[config.mk]
export PLATFORM = sky130hd
export DESIGN_NAME = cacc_top
export DESIGN_NICKNAME = d
export VERILOG_FILES = /design/src/rtl/cacc_pkg.sv /design/src/rtl/cacc_top.sv
export SDC_FILE = /design/constraint.sdc
export NUM_CORES = 1
export LEC_CHECK = 0
export ABC_CLOCK_PERIOD_IN_PS = 6750
export BUFFER_PORTS_ARGS = -buffer_cell sky130_fd_sc_hd__buf_4
export CAP_MARGIN = 20
export CORE_AREA = 10 10 160 162
export DETAILED_ROUTE_END_ITERATION = 8
export DIE_AREA = 0 0 170 172
export PLACE_DENSITY = 0.66
export SYNTH_ARGS = -nofsm -noshare
export SYNTH_HDL_FRONTEND = slang
export SYNTH_SLANG_ARGS = --single-unit
[constraint.sdc]
create_clock -name ref_clk -period 6.75 [get_ports ref_clk]
set_input_delay 0.675 -clock ref_clk [delete_from_list [all_inputs] [get_ports ref_clk]]
set_output_delay 0.675 -clock ref_clk [all_outputs]
set_load 0.05 [all_outputs]
[src/rtl/cacc_pkg.sv]
// Function
// - counter mode bit 7 stops counter in idle
// - counter mode bit 6 enables module 4 watchdog
// - counter mode bits 2:1 select count source
// - sources: osc/12, osc/4 (osc/6, osc/2 in six-clock mode), timer0, external pin
// - counter mode bit 0 enables overflow interrupt
// - overflow flag set by hardware, software-only clear
// - control bit 6 runs the shared counter
// - control bits 4:0 module event flags
// - module mode register field layout
// - capture mode when either capture enable set
// - selected pin edge copies counter to compare
// - interrupt when event flag and enable set
// - comparator plus match flags counter equality
// - toggle plus match plus comparator inverts pin
// - pwm plus comparator selects pwm mode
// - pwm pin low below duty, else high
// - low byte wrap reloads duty from high
// - pwm modules share frequency, own duty
// - module 4 match under watchdog resets core
// - watchdog off leaves module 4 general purpose
// - five modules, each with its own pin
`default_nettype none
package cacc_pkg;
	// ===========================================================
	// geometry
	localparam int unsigned NUM_MODULES = 5;
	localparam int unsigned MOD4        = 4;
	typedef logic [7:0] cacc_byte_t;
	// ===========================================================
	// register map
	localparam logic [7:0] ADDR_CONTROL   = 8'hD8;
	localparam logic [7:0] ADDR_MODE      = 8'hD9;
	localparam logic [7:0] ADDR_MOD_MODE0 = 8'hDA;
	localparam logic [7:0] ADDR_CNT_LOW   = 8'hE9;
	localparam logic [7:0] ADDR_CMP_LOW0  = 8'hEA;
	localparam logic [7:0] ADDR_CNT_HIGH  = 8'hF9;
	localparam logic [7:0] ADDR_CMP_HIGH0 = 8'hFA;
	// ===========================================================
	// counter mode fields
	localparam int unsigned MODE_IDLE_STOP = 7;
	localparam int unsigned MODE_WDT_EN    = 6;
	localparam int unsigned MODE_SRC_HI    = 2;
	localparam int unsigned MODE_SRC_LO    = 1;
	localparam int unsigned MODE_OVF_IRQ   = 0;
	localparam logic [7:0]  MODE_WR_MASK   = 8'hC7;
	// counter control fields
	localparam int unsigned CTRL_OVF_FLAG  = 7;
	localparam int unsigned CTRL_RUN       = 6;
	localparam logic [7:0]  CTRL_WR_MASK   = 8'hDF;
	// module mode fields
	localparam int unsigned MM_CMP_EN      = 6;
	localparam int unsigned MM_CAP_RISE    = 5;
	localparam int unsigned MM_CAP_FALL    = 4;
	localparam int unsigned MM_MATCH_EN    = 3;
	localparam int unsigned MM_TOGGLE_EN   = 2;
	localparam int unsigned MM_PWM_EN      = 1;
	localparam int unsigned MM_IRQ_EN      = 0;
	localparam logic [7:0]  MM_WR_MASK     = 8'h7F;
	// ===========================================================
	// reset values and count sources
	localparam logic [7:0] RESET_BYTE  = 8'h00;
	localparam logic [1:0] SRC_OSC_SLOW = 2'h0;
	localparam logic [1:0] SRC_OSC_FAST = 2'h1;
	localparam logic [1:0] SRC_TIMER0   = 2'h2;
	localparam logic [1:0] SRC_EXT_PIN  = 2'h3;
	localparam logic [3:0] DIV_SLOW_12T = 4'hC;
	localparam logic [3:0] DIV_FAST_12T = 4'h4;
	localparam logic [3:0] DIV_SLOW_6T  = 4'h6;
	localparam logic [3:0] DIV_FAST_6T  = 4'h2;
endpackage
`default_nettype wire

[src/rtl/cacc_top.sv]
// Strobed register access is this design's own decision.
`default_nettype none
module cacc_top
	import cacc_pkg::*;
(
	input  wire logic        ref_clk,
	input  wire logic        rst,
	input  wire logic [7:0]  reg_addr,
	input  wire logic [7:0]  reg_wdata,
	input  wire logic        reg_wr,
	input  wire logic        reg_rd,
	output logic      [7:0]  reg_rdata,
	input  wire logic        core_idle,
	input  wire logic        six_clock_mode,
	input  wire logic        timer0_overflow,
	input  wire logic        external_count_input,
	input  wire logic [4:0]  module_pin_in,
	output logic      [4:0]  module_pin_out,
	output logic      [4:0]  module_pin_oe,
	output logic             counter_array_irq,
	output logic             module4_watchdog_reset
);

	// ===========================================================
	// address decode
	function automatic logic [2:0] mod_index(input logic [7:0] a,
		input logic [7:0] base);
		logic [7:0] d;
		d = a - base;
		mod_index = d[2:0];
	endfunction

	function automatic logic in_bank(input logic [7:0] a,
		input logic [7:0] base);
		logic [7:0] d;
		d = a - base;
		in_bank = (d < 8'(NUM_MODULES));
	endfunction

	// ===========================================================
	// state
	logic [7:0]  mode_reg;
	logic        overflow_flag_reg;
	logic        run_reg;
	logic [4:0]  event_flag_reg;
	logic [15:0] counter_reg;
	logic        moved_reg;
	logic [3:0]  prescale_reg;
	logic [7:0]  mm_reg   [NUM_MODULES];
	logic [7:0]  cmp_lo_reg [NUM_MODULES];
	logic [7:0]  cmp_hi_reg [NUM_MODULES];
	logic [4:0]  pin_reg;
	logic [4:0]  pin_s1_reg;
	logic [4:0]  pin_s2_reg;
	logic [4:0]  pin_s3_reg;
	logic [2:0]  ext_sync_reg;
	logic        wdt_reset_reg;

	logic [4:0]  capture_evt;
	logic [4:0]  match_evt;
	logic        tick;
	logic        advance;
	logic        wrap;
	logic        low_wrap;
	logic [3:0]  div_value;

	// ===========================================================
	// pin and external count synchronisers
	always_ff @(posedge ref_clk) begin
		if (rst) begin
			pin_s1_reg   <= 5'h00;
			pin_s2_reg   <= 5'h00;
			pin_s3_reg   <= 5'h00;
			ext_sync_reg <= 3'h0;
		end else begin
			pin_s1_reg   <= module_pin_in;
			pin_s2_reg   <= pin_s1_reg;
			pin_s3_reg   <= pin_s2_reg;
			ext_sync_reg <= {ext_sync_reg[1:0], external_count_input};
		end
	end

	// ===========================================================
	// count source selection
	always_comb begin
		if (mode_reg[MODE_SRC_HI:MODE_SRC_LO] == SRC_OSC_SLOW) begin
			div_value = six_clock_mode ? DIV_SLOW_6T : DIV_SLOW_12T;
		end else begin
			div_value = six_clock_mode ? DIV_FAST_6T : DIV_FAST_12T;
		end
	end

	// oscillator prescaler
	always_ff @(posedge ref_clk) begin
		if (rst) begin
			prescale_reg <= 4'h0;
		end else if (prescale_reg >= div_value - 4'h1) begin
			prescale_reg <= 4'h0;
		end else begin
			prescale_reg <= prescale_reg + 4'h1;
		end
	end

	always_comb begin
		case (mode_reg[MODE_SRC_HI:MODE_SRC_LO])
			SRC_OSC_SLOW: tick = (prescale_reg == div_value - 4'h1);
			SRC_OSC_FAST: tick = (prescale_reg == div_value - 4'h1);
			SRC_TIMER0:   tick = timer0_overflow;
			SRC_EXT_PIN:  tick = ext_sync_reg[1] & ~ext_sync_reg[2];
			default:      tick = 1'b0;
		endcase
	end

	// run gating and idle stop
	assign advance = tick & run_reg
		& ~(core_idle & mode_reg[MODE_IDLE_STOP]);
	assign wrap     = advance & (counter_reg == 16'hFFFF);
	assign low_wrap = advance & (counter_reg[7:0] == 8'hFF);

	// ===========================================================
	// shared counter, writable from software
	always_ff @(posedge ref_clk) begin
		if (rst) begin
			counter_reg <= 16'h0000;
			moved_reg   <= 1'b0;
		end else begin
			moved_reg <= advance;
			if (advance) begin
				counter_reg <= counter_reg + 16'h0001;
			end else if (reg_wr && reg_addr == ADDR_CNT_LOW) begin
				counter_reg[7:0] <= reg_wdata;
			end else if (reg_wr && reg_addr == ADDR_CNT_HIGH) begin
				counter_reg[15:8] <= reg_wdata;
			end
		end
	end

	// ===========================================================
	// counter mode register
	always_ff @(posedge ref_clk) begin
		if (rst) begin
			mode_reg <= RESET_BYTE;
		end else if (reg_wr && reg_addr == ADDR_MODE) begin
			mode_reg <= reg_wdata & MODE_WR_MASK;
		end
	end

	// control register: hardware set wins over software clear
	always_ff @(posedge ref_clk) begin
		if (rst) begin
			overflow_flag_reg <= 1'b0;
			run_reg           <= 1'b0;
			event_flag_reg    <= 5'h00;
		end else begin
			if (reg_wr && reg_addr == ADDR_CONTROL) begin
				overflow_flag_reg <= reg_wdata[CTRL_OVF_FLAG] | wrap;
				run_reg           <= reg_wdata[CTRL_RUN];
				event_flag_reg    <= reg_wdata[4:0]
					| capture_evt | match_evt;
			end else begin
				overflow_flag_reg <= overflow_flag_reg | wrap;
				event_flag_reg    <= event_flag_reg
					| capture_evt | match_evt;
			end
		end
	end

	// ===========================================================
	// capture/compare modules
	genvar m;
	generate
		for (m = 0; m < NUM_MODULES; m++) begin : g_mod
			logic rise;
			logic fall;
			logic equal;
			logic pwm_mode;
			logic sel;

			assign sel   = (mod_index(reg_addr, ADDR_MOD_MODE0)
				== 3'(m));
			assign rise  = pin_s2_reg[m] & ~pin_s3_reg[m];
			assign fall  = ~pin_s2_reg[m] & pin_s3_reg[m];
			assign equal = moved_reg
				&& counter_reg == {cmp_hi_reg[m], cmp_lo_reg[m]};
			assign pwm_mode = mm_reg[m][MM_PWM_EN]
				& mm_reg[m][MM_CMP_EN];

			// edge capture in capture mode
			assign capture_evt[m] =
				(mm_reg[m][MM_CAP_RISE] & rise)
				| (mm_reg[m][MM_CAP_FALL] & fall);
			// compare match, software timer and toggle share it
			assign match_evt[m] = equal & mm_reg[m][MM_CMP_EN]
				& mm_reg[m][MM_MATCH_EN] & ~pwm_mode;

			// module mode register
			always_ff @(posedge ref_clk) begin
				if (rst) begin
					mm_reg[m] <= RESET_BYTE;
				end else if (reg_wr && sel
					&& in_bank(reg_addr, ADDR_MOD_MODE0)) begin
					mm_reg[m] <= reg_wdata & MM_WR_MASK;
				end
			end

			// compare/capture registers; low byte is pwm duty
			always_ff @(posedge ref_clk) begin
				if (rst) begin
					cmp_lo_reg[m] <= RESET_BYTE;
					cmp_hi_reg[m] <= RESET_BYTE;
				end else if (capture_evt[m]) begin
					cmp_lo_reg[m] <= counter_reg[7:0];
					cmp_hi_reg[m] <= counter_reg[15:8];
				end else begin
					if (pwm_mode && low_wrap) begin
						cmp_lo_reg[m] <= cmp_hi_reg[m];
					end else if (reg_wr && in_bank(reg_addr,
						ADDR_CMP_LOW0) && mod_index(reg_addr,
						ADDR_CMP_LOW0) == 3'(m)) begin
						cmp_lo_reg[m] <= reg_wdata;
					end
					if (reg_wr && in_bank(reg_addr, ADDR_CMP_HIGH0)
						&& mod_index(reg_addr, ADDR_CMP_HIGH0)
						== 3'(m)) begin
						cmp_hi_reg[m] <= reg_wdata;
					end
				end
			end

			// pin output: toggle on match or pwm level
			always_ff @(posedge ref_clk) begin
				if (rst) begin
					pin_reg[m] <= 1'b0;
				end else if (pwm_mode) begin
					pin_reg[m] <= (counter_reg[7:0]
						>= cmp_lo_reg[m]);
				end else if (match_evt[m]
					&& mm_reg[m][MM_TOGGLE_EN]) begin
					pin_reg[m] <= ~pin_reg[m];
				end
			end

			assign module_pin_oe[m] = pwm_mode
				| (mm_reg[m][MM_TOGGLE_EN] & mm_reg[m][MM_CMP_EN]);
		end
	endgenerate

	assign module_pin_out = pin_reg;

	// ===========================================================
	// module 4 watchdog reset pulse
	always_ff @(posedge ref_clk) begin
		if (rst) begin
			wdt_reset_reg <= 1'b0;
		end else begin
			wdt_reset_reg <= mode_reg[MODE_WDT_EN]
				& match_evt[MOD4];
		end
	end

	assign module4_watchdog_reset = wdt_reset_reg;

	// interrupt request
	assign counter_array_irq =
		(overflow_flag_reg & mode_reg[MODE_OVF_IRQ])
		| (|(event_flag_reg & {mm_reg[4][MM_IRQ_EN],
			mm_reg[3][MM_IRQ_EN], mm_reg[2][MM_IRQ_EN],
			mm_reg[1][MM_IRQ_EN], mm_reg[0][MM_IRQ_EN]}));

	// ===========================================================
	// register read, data one cycle after strobe
	always_ff @(posedge ref_clk) begin
		if (rst) begin
			reg_rdata <= RESET_BYTE;
		end else if (reg_rd) begin
			if (reg_addr == ADDR_CONTROL) begin
				reg_rdata <= {overflow_flag_reg, run_reg, 1'b0,
					event_flag_reg};
			end else if (reg_addr == ADDR_MODE) begin
				reg_rdata <= mode_reg;
			end else if (reg_addr == ADDR_CNT_LOW) begin
				reg_rdata <= counter_reg[7:0];
			end else if (reg_addr == ADDR_CNT_HIGH) begin
				reg_rdata <= counter_reg[15:8];
			end else if (in_bank(reg_addr, ADDR_MOD_MODE0)) begin
				reg_rdata <= mm_reg[mod_index(reg_addr, ADDR_MOD_MODE0)];
			end else if (in_bank(reg_addr, ADDR_CMP_LOW0)) begin
				reg_rdata <= cmp_lo_reg[mod_index(reg_addr,
					ADDR_CMP_LOW0)];
			end else if (in_bank(reg_addr, ADDR_CMP_HIGH0)) begin
				reg_rdata <= cmp_hi_reg[mod_index(reg_addr,
					ADDR_CMP_HIGH0)];
			end else begin
				reg_rdata <= RESET_BYTE;                     // unmapped
			end
		end else begin
			reg_rdata <= RESET_BYTE;
		end
	end

endmodule
`default_nettype wire

==> flow_summary.toml, run 1 <==
[clocking]
clock_path_buffers = 2
post_cts_buffers = 0
htreeDepth = 4
clk_pin_slew_worst_paths_ps = 90
insertion_delay_ps = 460
cts_resized = 0
cts_sinks = 180
cts_hold_buf = 0
cts_tree = "yes"
cts_buffers = 17
cts-root-buf = "clkbuf_16"

[worst_setup_path]
end_kind = "flop"
cp_max_fo = 20
cp.arrival_ps = 4320
cp.required_ps = 7060
cp_slowest_cell = "nor3_1"
r2r_setup_slack_ps = 2740
crit_type = "reg2reg"
path_common_cell = "and3_1"
worst_setup_path_start_kind = "flop"
path_cells = "ha_1 -> and3_1 -> and3_1 -> nand3_1 -> nor3_1 -> a221o_1"
critPathMaxStageDelay_ps = 1060

[timing]
finalSetupViolations = 0
hold_slack_ps = 424.2
fmax_mhz = 249.5
tightest_slew_ps = 1099
rsz0062_at_grt = "no"
slew_viol_final = 0
final-hold-violation-count = 0
fin_worst_skew_ps = 19.08
slew_headroom_pct = 25.95
setup_tns_ps = 0
post-route-period-util_pct = 59.39
min_period_ps = 4009

[status]
status = "finished clean"

[global_route]
grt_start_max_net_pins = 61
grt_overflow_total = 0
grt_pass1_vias = 8493
antenna_found_initial = 0
grt_usage_pct = 26.12
grt_pass1_wl_mm = 56.08

[die]
die_x_um = 170
fp.dieH_um = 172
dieArea_um2 = 29240
start_util_pct = 49.33
fp.coreArea_um2 = 22370
pin_count = 49
rows = 55

[synth]
synthArstFlopShare_pct = 0
synth_edf_count = 115
syn_nets = 1143
ys_seq_elements = 180
yosysWarningCount = 0
synth_area_per_cell_um2 = 10.33
syn-cell-area_um2 = 11030
yosys.cell_types.count = 71
ys_seq_area_share_pct = 43.10
ys.flop_type = "edfxtp_1"
netlist_instances = 1068

[routing]
antenna_left = 0
firstDrtPassIters = 5
finalWirelength_mm = 37.91
vias_per_cell = 6.708
wl_per_cell_um = 27.71
dr.first_iter.drc_count = 1471
drc = 0
dr_total_vias = 9177

[cells_and_area]
final_cell_mix = "edfxtp_1 (115), and2_1 (70), dfxtp_1 (65)"
syn2layout_area_growth_pct = 10.17
diodes = 0
mostFrequentLayoutCell = "edfxtp_1"
drive_above_1_share_pct = 12.83
nets = 1145
fin_area_um2 = 12150

[power]
cellPowerDensity_nw_per_um2 = 214.6
p_leak_nw = 4.592
power_mw = 2.608
ir_drop_mv = 0.1614

[place]
dp_hpwl_mm = 26.59
io_buffer_count = 48
dpl_cell_area_um2 = 11500
gp_congestion = 0.9570

[run]
drv_cap = 0

[min_path]
hp-class = "in2reg"
cell type report:
class	instances	area, µm²
flip-flops and latches	180	4755
clock inverters	15	211.5
multi-input cells	761	5769
well taps	285	356.6
repair buffers	60	449.2
inverters	50	187.7
clock buffers	17	425.4
fillers	1983	10210
report_power, final:
part           leakage (nW)  internal, mW  switching [mW]
logic                  2.59        0.0979           0.180
clock network         0.308         0.520           0.548
registers              1.69          1.21          0.0482
cell families (layout without fill, tap and decap cells):
| logic type | after synthesis | in the layout | synth area share, % |
|---|---|---|---|
| buffers and inverters | 127 | 142 | 4.605 |
| AO/OA/AOI/OAI | 246 | 246 | 16.68 |
| XOR/XNOR | 50 | 50 | 3.970 |
| multiplexers | 56 | 56 | 7.780 |
| flip-flops | 180 | 180 | 43.10 |
| AND/OR/NAND/NOR | 363 | 363 | 18.65 |
| adder cells (fa/ha/maj) | 46 | 46 | 5.217 |
worst max-delay path: cells and delay by family (launching register included):
kind,cells,cell delay [ps]
flip-flops,1,940
adder cells (fa/ha/maj),1,320
AND/OR/NAND/NOR,4,2310
AO/OA/AOI/OAI,1,270
per-layer routing:
layer	vias to the layer above	part of all wire (%)	track usage, %
li1	4062	-	-
met1	4416	42	36.20
met2	602	43	38.56
met3	97	11	5.974
met4	0	3.8	10.68
met5	-	0	0
per-stage QoR:
step	cells	worst slack (ps)	utilization (%)
after floorplan	1068	3560	-
after global placement	1333	2728	51.40
after detailed placement	1333	2629	51.40
after CTS	1365	2880	54.25
after global routing	1368	2615	54.34
final	1368	2741	54.34
path summary, 6_finish.rpt:
path,from,to,depth (start not counted)
max,counter_reg[1],cmp_lo_reg[2][6],6
min,module_pin_in[0],pin_s1_reg[0],2
max reg2reg,counter_reg[1],cmp_lo_reg[2][6],6
min reg2reg,pin_s1_reg[4],pin_s2_reg[4],1
synth_stat cells, drive strengths merged (19+ instances only):
| master | number | area, µm² |
|---|---|---|
| edfxtp | 115 | 3453 |
| and2 | 71 | 444.2 |
| dfxtp | 65 | 1301 |
| nor2 | 60 | 225.2 |
| clkbuf | 52 | 195.2 |
| nand2 | 51 | 191.4 |
| inv | 50 | 187.7 |
| ha | 46 | 575.6 |
| a22o | 42 | 367.9 |
| a21oi | 38 | 190.2 |
| nor3 | 36 | 205.2 |
| o21ai | 34 | 170.2 |
| xor2 | 33 | 289.0 |
| a221o | 32 | 320.3 |
| nand3 | 30 | 150.1 |
| buf | 25 | 125.1 |
| mux2i | 25 | 250.2 |
| nand4 | 25 | 156.4 |
| mux4 | 23 | 518.0 |
| nor2b | 19 | 118.9 |
(Power assumes the default switching activity.)
==> run 2: changes to the inputs <==
ABC_CLOCK_PERIOD_IN_PS = 4130   (was 6750)
clock period = 4.13 ns   (was 6.75 ns; I/O delays follow)
==> flow_summary.toml, run 2 (synthesized netlist as in run 1, its figures left out) <==
[die]
fp.dieH_um = 172
start_util_pct = 49.33
pin_count = 49
rows = 55
dieArea_um2 = 29240
die_x_um = 170
fp.coreArea_um2 = 22370

[global_route]
grt_start_max_net_pins = 44
grt_pass1_wl_mm = 56.27
antenna_found_initial = 0
grt_usage_pct = 25.98
grt_pass1_vias = 8813
grt_overflow_total = 0

[place]
io_buffer_count = 48
dp_slack_ps = 959.9
gp_congestion = 0.9880
dp_hpwl_mm = 27.01

[worst_setup_path]
end_kind = "flop"
path_buf_inv = 0
path_delay_family = "simple AND/OR/NAND/NOR gates"
r2r_cells = 8
cp_slowest_cell = "nor3_1"
cp.arrival_ps = 3430
crit_type = "reg2reg"
path_cells = "or3_1 -> ha_1 -> a41oi_1 -> a31o_2 -> nor3_1 -> nand3_1 -> o21a_1 -> a211oi_1"
critPathMaxStageDelay_ps = 770
worst_setup_path_start_kind = "flop"
r2r-start = "mode_reg[1]"
cp.required_ps = 4510
r2r_setup_slack_ps = 1080
r2r_end = "counter_reg[13]"
cp_max_fo = 6

[power]
p_comb_share_pct = 10.9
p_clk_share_pct = 41.3
cellPowerDensity_nw_per_um2 = 349.8
p_seq_share_pct = 47.9
power_mw = 4.304
switching_share_pct = 29.90
p_switching_mw = 1.287
p_leak_nw = 4.681
ir_drop_mv = 0.2467
intPower_mw = 3.017

[clocking]
cts_hold_buf = 0
clock_path_buffers = 2
cts_resized = 0
post_cts_buffers = 0
cts-root-buf = "clkbuf_16"
cts_tree = "yes"
clk_pin_slew_worst_paths_ps = 90
htreeDepth = 4
cts_buffers = 17
insertion_delay_ps = 460
cts_sinks = 180

[routing]
dr_total_vias = 9319
finalWirelength_mm = 37.97
firstDrtPassIters = 7
antenna_left = 0
drc = 0
wl_per_cell_um = 27.39
dr.first_iter.drc_count = 1240
vias_per_cell = 6.724

[cells_and_area]
drive_above_1_share_pct = 14.26
final_cell_mix = "edfxtp_1 (115), buf_4 (78), and2_1 (70)"
diodes = 0
nets = 1163
mostFrequentLayoutCell = "edfxtp_1"
syn2layout_area_growth_pct = 11.52

[timing]
slew_headroom_pct = 32.27
fin_ws_ps = 1081
final-hold-violation-count = 0
fmax_mhz = 327.9
tightest_slew_ps = 1012
fin_worst_skew_ps = 17.55
min_period_ps = 3049
post-route-period-util_pct = 73.84
setup_tns_ps = 0
rsz0062_at_grt = "no"
slew_viol_final = 0
hold_slack_ps = 160.6
finalSetupViolations = 0

[run]
drv_cap = 0

[min_path]
worst_hold_path.num_cells = 2
hp-class = "in2reg"
min_to = "pin_s1_reg[2]"
hp-start = "module_pin_in[2]"

[status]
status = "finished clean"
==> run 2: cell type report <==
cell class	instances	area, µm²
fillers	1944	10060
multi-input cells	761	5769
flip-flops and latches	180	4755
repair buffers	78	585.6
clock buffers	17	425.4
well taps	285	356.6
clock inverters	15	224.0
inverters	50	187.7
==> run 2: worst max-delay path by stage <==
| stage | start | endpoint | slack [ps] | depth (start not counted) |
|---|---|---|---|---|
| after floorplan | reg_addr[1] | cmp_hi_reg[1][0] | 1200 | 8 |
| after global placement | reg_addr[1] | cmp_lo_reg[4][2] | 950 | 9 |
| after detailed placement | six_clock_mode | cmp_lo_reg[3][4] | 960 | 9 |
| after CTS | mode_reg[1] | cmp_lo_reg[3][4] | 1070 | 8 |
| after global routing | mode_reg[2] | cmp_lo_reg[4][2] | 880 | 8 |
| final | mode_reg[1] | counter_reg[13] | 1080 | 8 |
==> run 2: stage by stage <==
stage | cells | area, µm² | utilization (%)
final | 1386 | 12300 | 55.01
after global routing | 1386 | 12300 | 55.01
after CTS | 1386 | 12300 | 55.01
after detailed placement | 1354 | 11650 | 52.11
after global placement | 1354 | 11650 | 52.11
after floorplan | 1068 | 11030 | -
==> run 2: layer usage <==
layer  vias to the layer above  track usage [%]  part of all wire (%)
li1                       4101                -                     -
met1                      4511            35.57                    41
met2                       612            38.65                    43
met3                        95            6.726                    11
met4                         0            9.802                   3.8
met5                         -                0                     0
==> run 2: power by group through the flow <==
stage	Combinational, mW	Sequential, mW	Clock [mW]
2_1_floorplan	0.289	2.07	0
3_5_place_dp	0.455	2.10	0
6_report	0.468	2.06	1.78
3_3_place_gp	0.449	2.10	0
4_1_cts	0.457	2.06	1.79
5_1_grt	0.494	2.06	1.86
==> run 3: changes to the inputs <==
ABC_CLOCK_PERIOD_IN_PS = 3200   (was 4130)
clock period = 3.2 ns   (was 4.13 ns; I/O delays follow)
==> flow_summary.toml, run 3 (synthesized netlist as in run 1, its figures left out) <==
[status]
status = "finished clean"

[clocking]
cts_sinks = 180
cts-root-buf = "clkbuf_16"
cts_hold_buf = 0
clk_pin_slew_worst_paths_ps = 80
insertion_delay_ps = 460
cts_buffers = 17
cts_tree = "yes"
clock_path_buffers = 2
htreeDepth = 4

[timing]
tightest_slew_ps = 1009
fin_ws_ps = 312.2
finalSetupViolations = 0
min_period_ps = 2888
fin_worst_skew_ps = 26.10
slew_headroom_pct = 32.49
rsz0062_at_grt = "no"
slew_viol_final = 0
post-route-period-util_pct = 90.24
setup_tns_ps = 0
fmax_mhz = 346.3
final-hold-violation-count = 0

[cells_and_area]
syn2layout_area_growth_pct = 12.91
final_cell_mix = "edfxtp_1 (115), buf_4 (97), and2_1 (70)"
multiInputGateArea_um2 = 5789
nFillCells = 1956
mostFrequentLayoutCell = "edfxtp_1"
seqCellArea_um2 = 4755
diodes = 0
nets = 1182
fin_area_um2 = 12460
drive_above_1_share_pct = 16.07

[worst_setup_path]
r2r_cells = 9
cp_max_fo = 20
crit_type = "reg2reg"
cp.depth = 9
worst_setup_path_start_kind = "flop"
cp.required_ps = 3390
end_kind = "flop"
path_cells = "or3_1 -> ha_1 -> a41oi_1 -> a31oi_1 -> nand3_1 -> buf_4 -> nor2_1 -> nor4_4 -> a221o_1"
cp_slowest_cell = "or3_1"
path_delay_family = "compound AO/OA/AOI/OAI gates"
r2r_setup_slack_ps = 310
r2r-start = "mode_reg[1]"
startpoint = "mode_reg[1]"
crit_end = "cmp_lo_reg[2][4]"
critPathMaxStageDelay_ps = 380
r2r_end = "cmp_lo_reg[2][4]"
cp.arrival_ps = 3080
path_buf_inv = 1

[global_route]
grt_overflow_total = 0
grt_usage_pct = 25.76
grt_pass1_wl_mm = 56.40
grt_pass1_vias = 8865
antenna_found_initial = 0
grt_start_max_net_pins = 34

[place]
dp_slack_ps = 117.6
gp_congestion = 1.021
dp_hpwl_mm = 27.49
io_buffer_count = 48
dpl_cell_area_um2 = 11800

[routing]
vias_per_cell = 6.730
firstDrtPassIters = 6
dr.first_iter.drc_count = 1457
antenna_left = 0
dr_total_vias = 9456
wl_per_cell_um = 26.73
finalWirelength_mm = 37.56
drc = 0

[power]
ir_drop_mv = 0.3366
power_mw = 5.521
p_leak_nw = 4.776
cellPowerDensity_nw_per_um2 = 443.3

[die]
fp.coreArea_um2 = 22370
start_util_pct = 49.33
dieArea_um2 = 29240
fp.dieH_um = 172
die_x_um = 170
rows = 55
pin_count = 49

[min_path]
hp-class = "in2reg"

[run]
drv_cap = 0
==> run 3: power by group <==
part           leakage [nW]  switching, mW  total (mW)  internal (mW)
Clock                 0.307           1.15        2.25           1.10
Sequential             1.69         0.0973        2.66           2.56
Combinational          2.77          0.390       0.614          0.224
Total                  4.78           1.64        5.52           3.88
==> run 3: area by class of cell <==
cell class,instances,share of cell area (%)
clock inverter,15,1.718
sequential,180,38.17
tap,285,2.863
multi-input combinational,761,46.48
timing repair buffer,97,5.846
inverter,50,1.507
clock buffer,17,3.415
==> run 3: worst min path at each step <==
stage	end	slack, ps	startpoint	depth (start not counted)
finish	event_flag_reg[1]	60	rst	2
global route	event_flag_reg[1]	60	rst	2
CTS	event_flag_reg[1]	50	rst	2
detailed placement	pin_s2_reg[4]	430	pin_s1_reg[4]	1
global placement	ext_sync_reg[1]	420	ext_sync_reg[0]	1
floorplan	ext_sync_reg[1]	410	ext_sync_reg[0]	1
==> run 3: per-stage QoR <==
step / hold WS, ps / utilization (%) / std cells
after detailed placement: 427.8 / 52.74 / 1373
after global routing: 56.56 / 55.69 / 1405
after floorplan: 413.8 / - / 1068
final: 56.20 / 55.69 / 1405
after CTS: 51.38 / 55.60 / 1405
after global placement: 425.0 / 52.74 / 1373
==> run 3: timing repair <==
item                       CTS  global route
setup buffers                0             0
setup endpoints to repair    0            32
resized for setup            0             4
==> run 3: metal layers <==
metal / part of all wire (%) / track usage (%) / wire, µm / up-vias
li1: - / - / - / 4137
met1: 40 / 35.63 / 14920 / 4524
met2: 43 / 37.91 / 16230 / 683
met3: 12 / 5.518 / 4643 / 112
met4: 4.7 / 11.67 / 1759 / 0
met5: 0 / 0 / 0 / -
==> run 3: worst register-to-register path, delay by kind of cell, from the launching register on <==
family | cells | cell delay, ps
buf+inv | 1 | 240
simple gates | 4 | 860
flops | 1 | 340
compound gates | 3 | 890
fa+ha+maj | 1 | 320
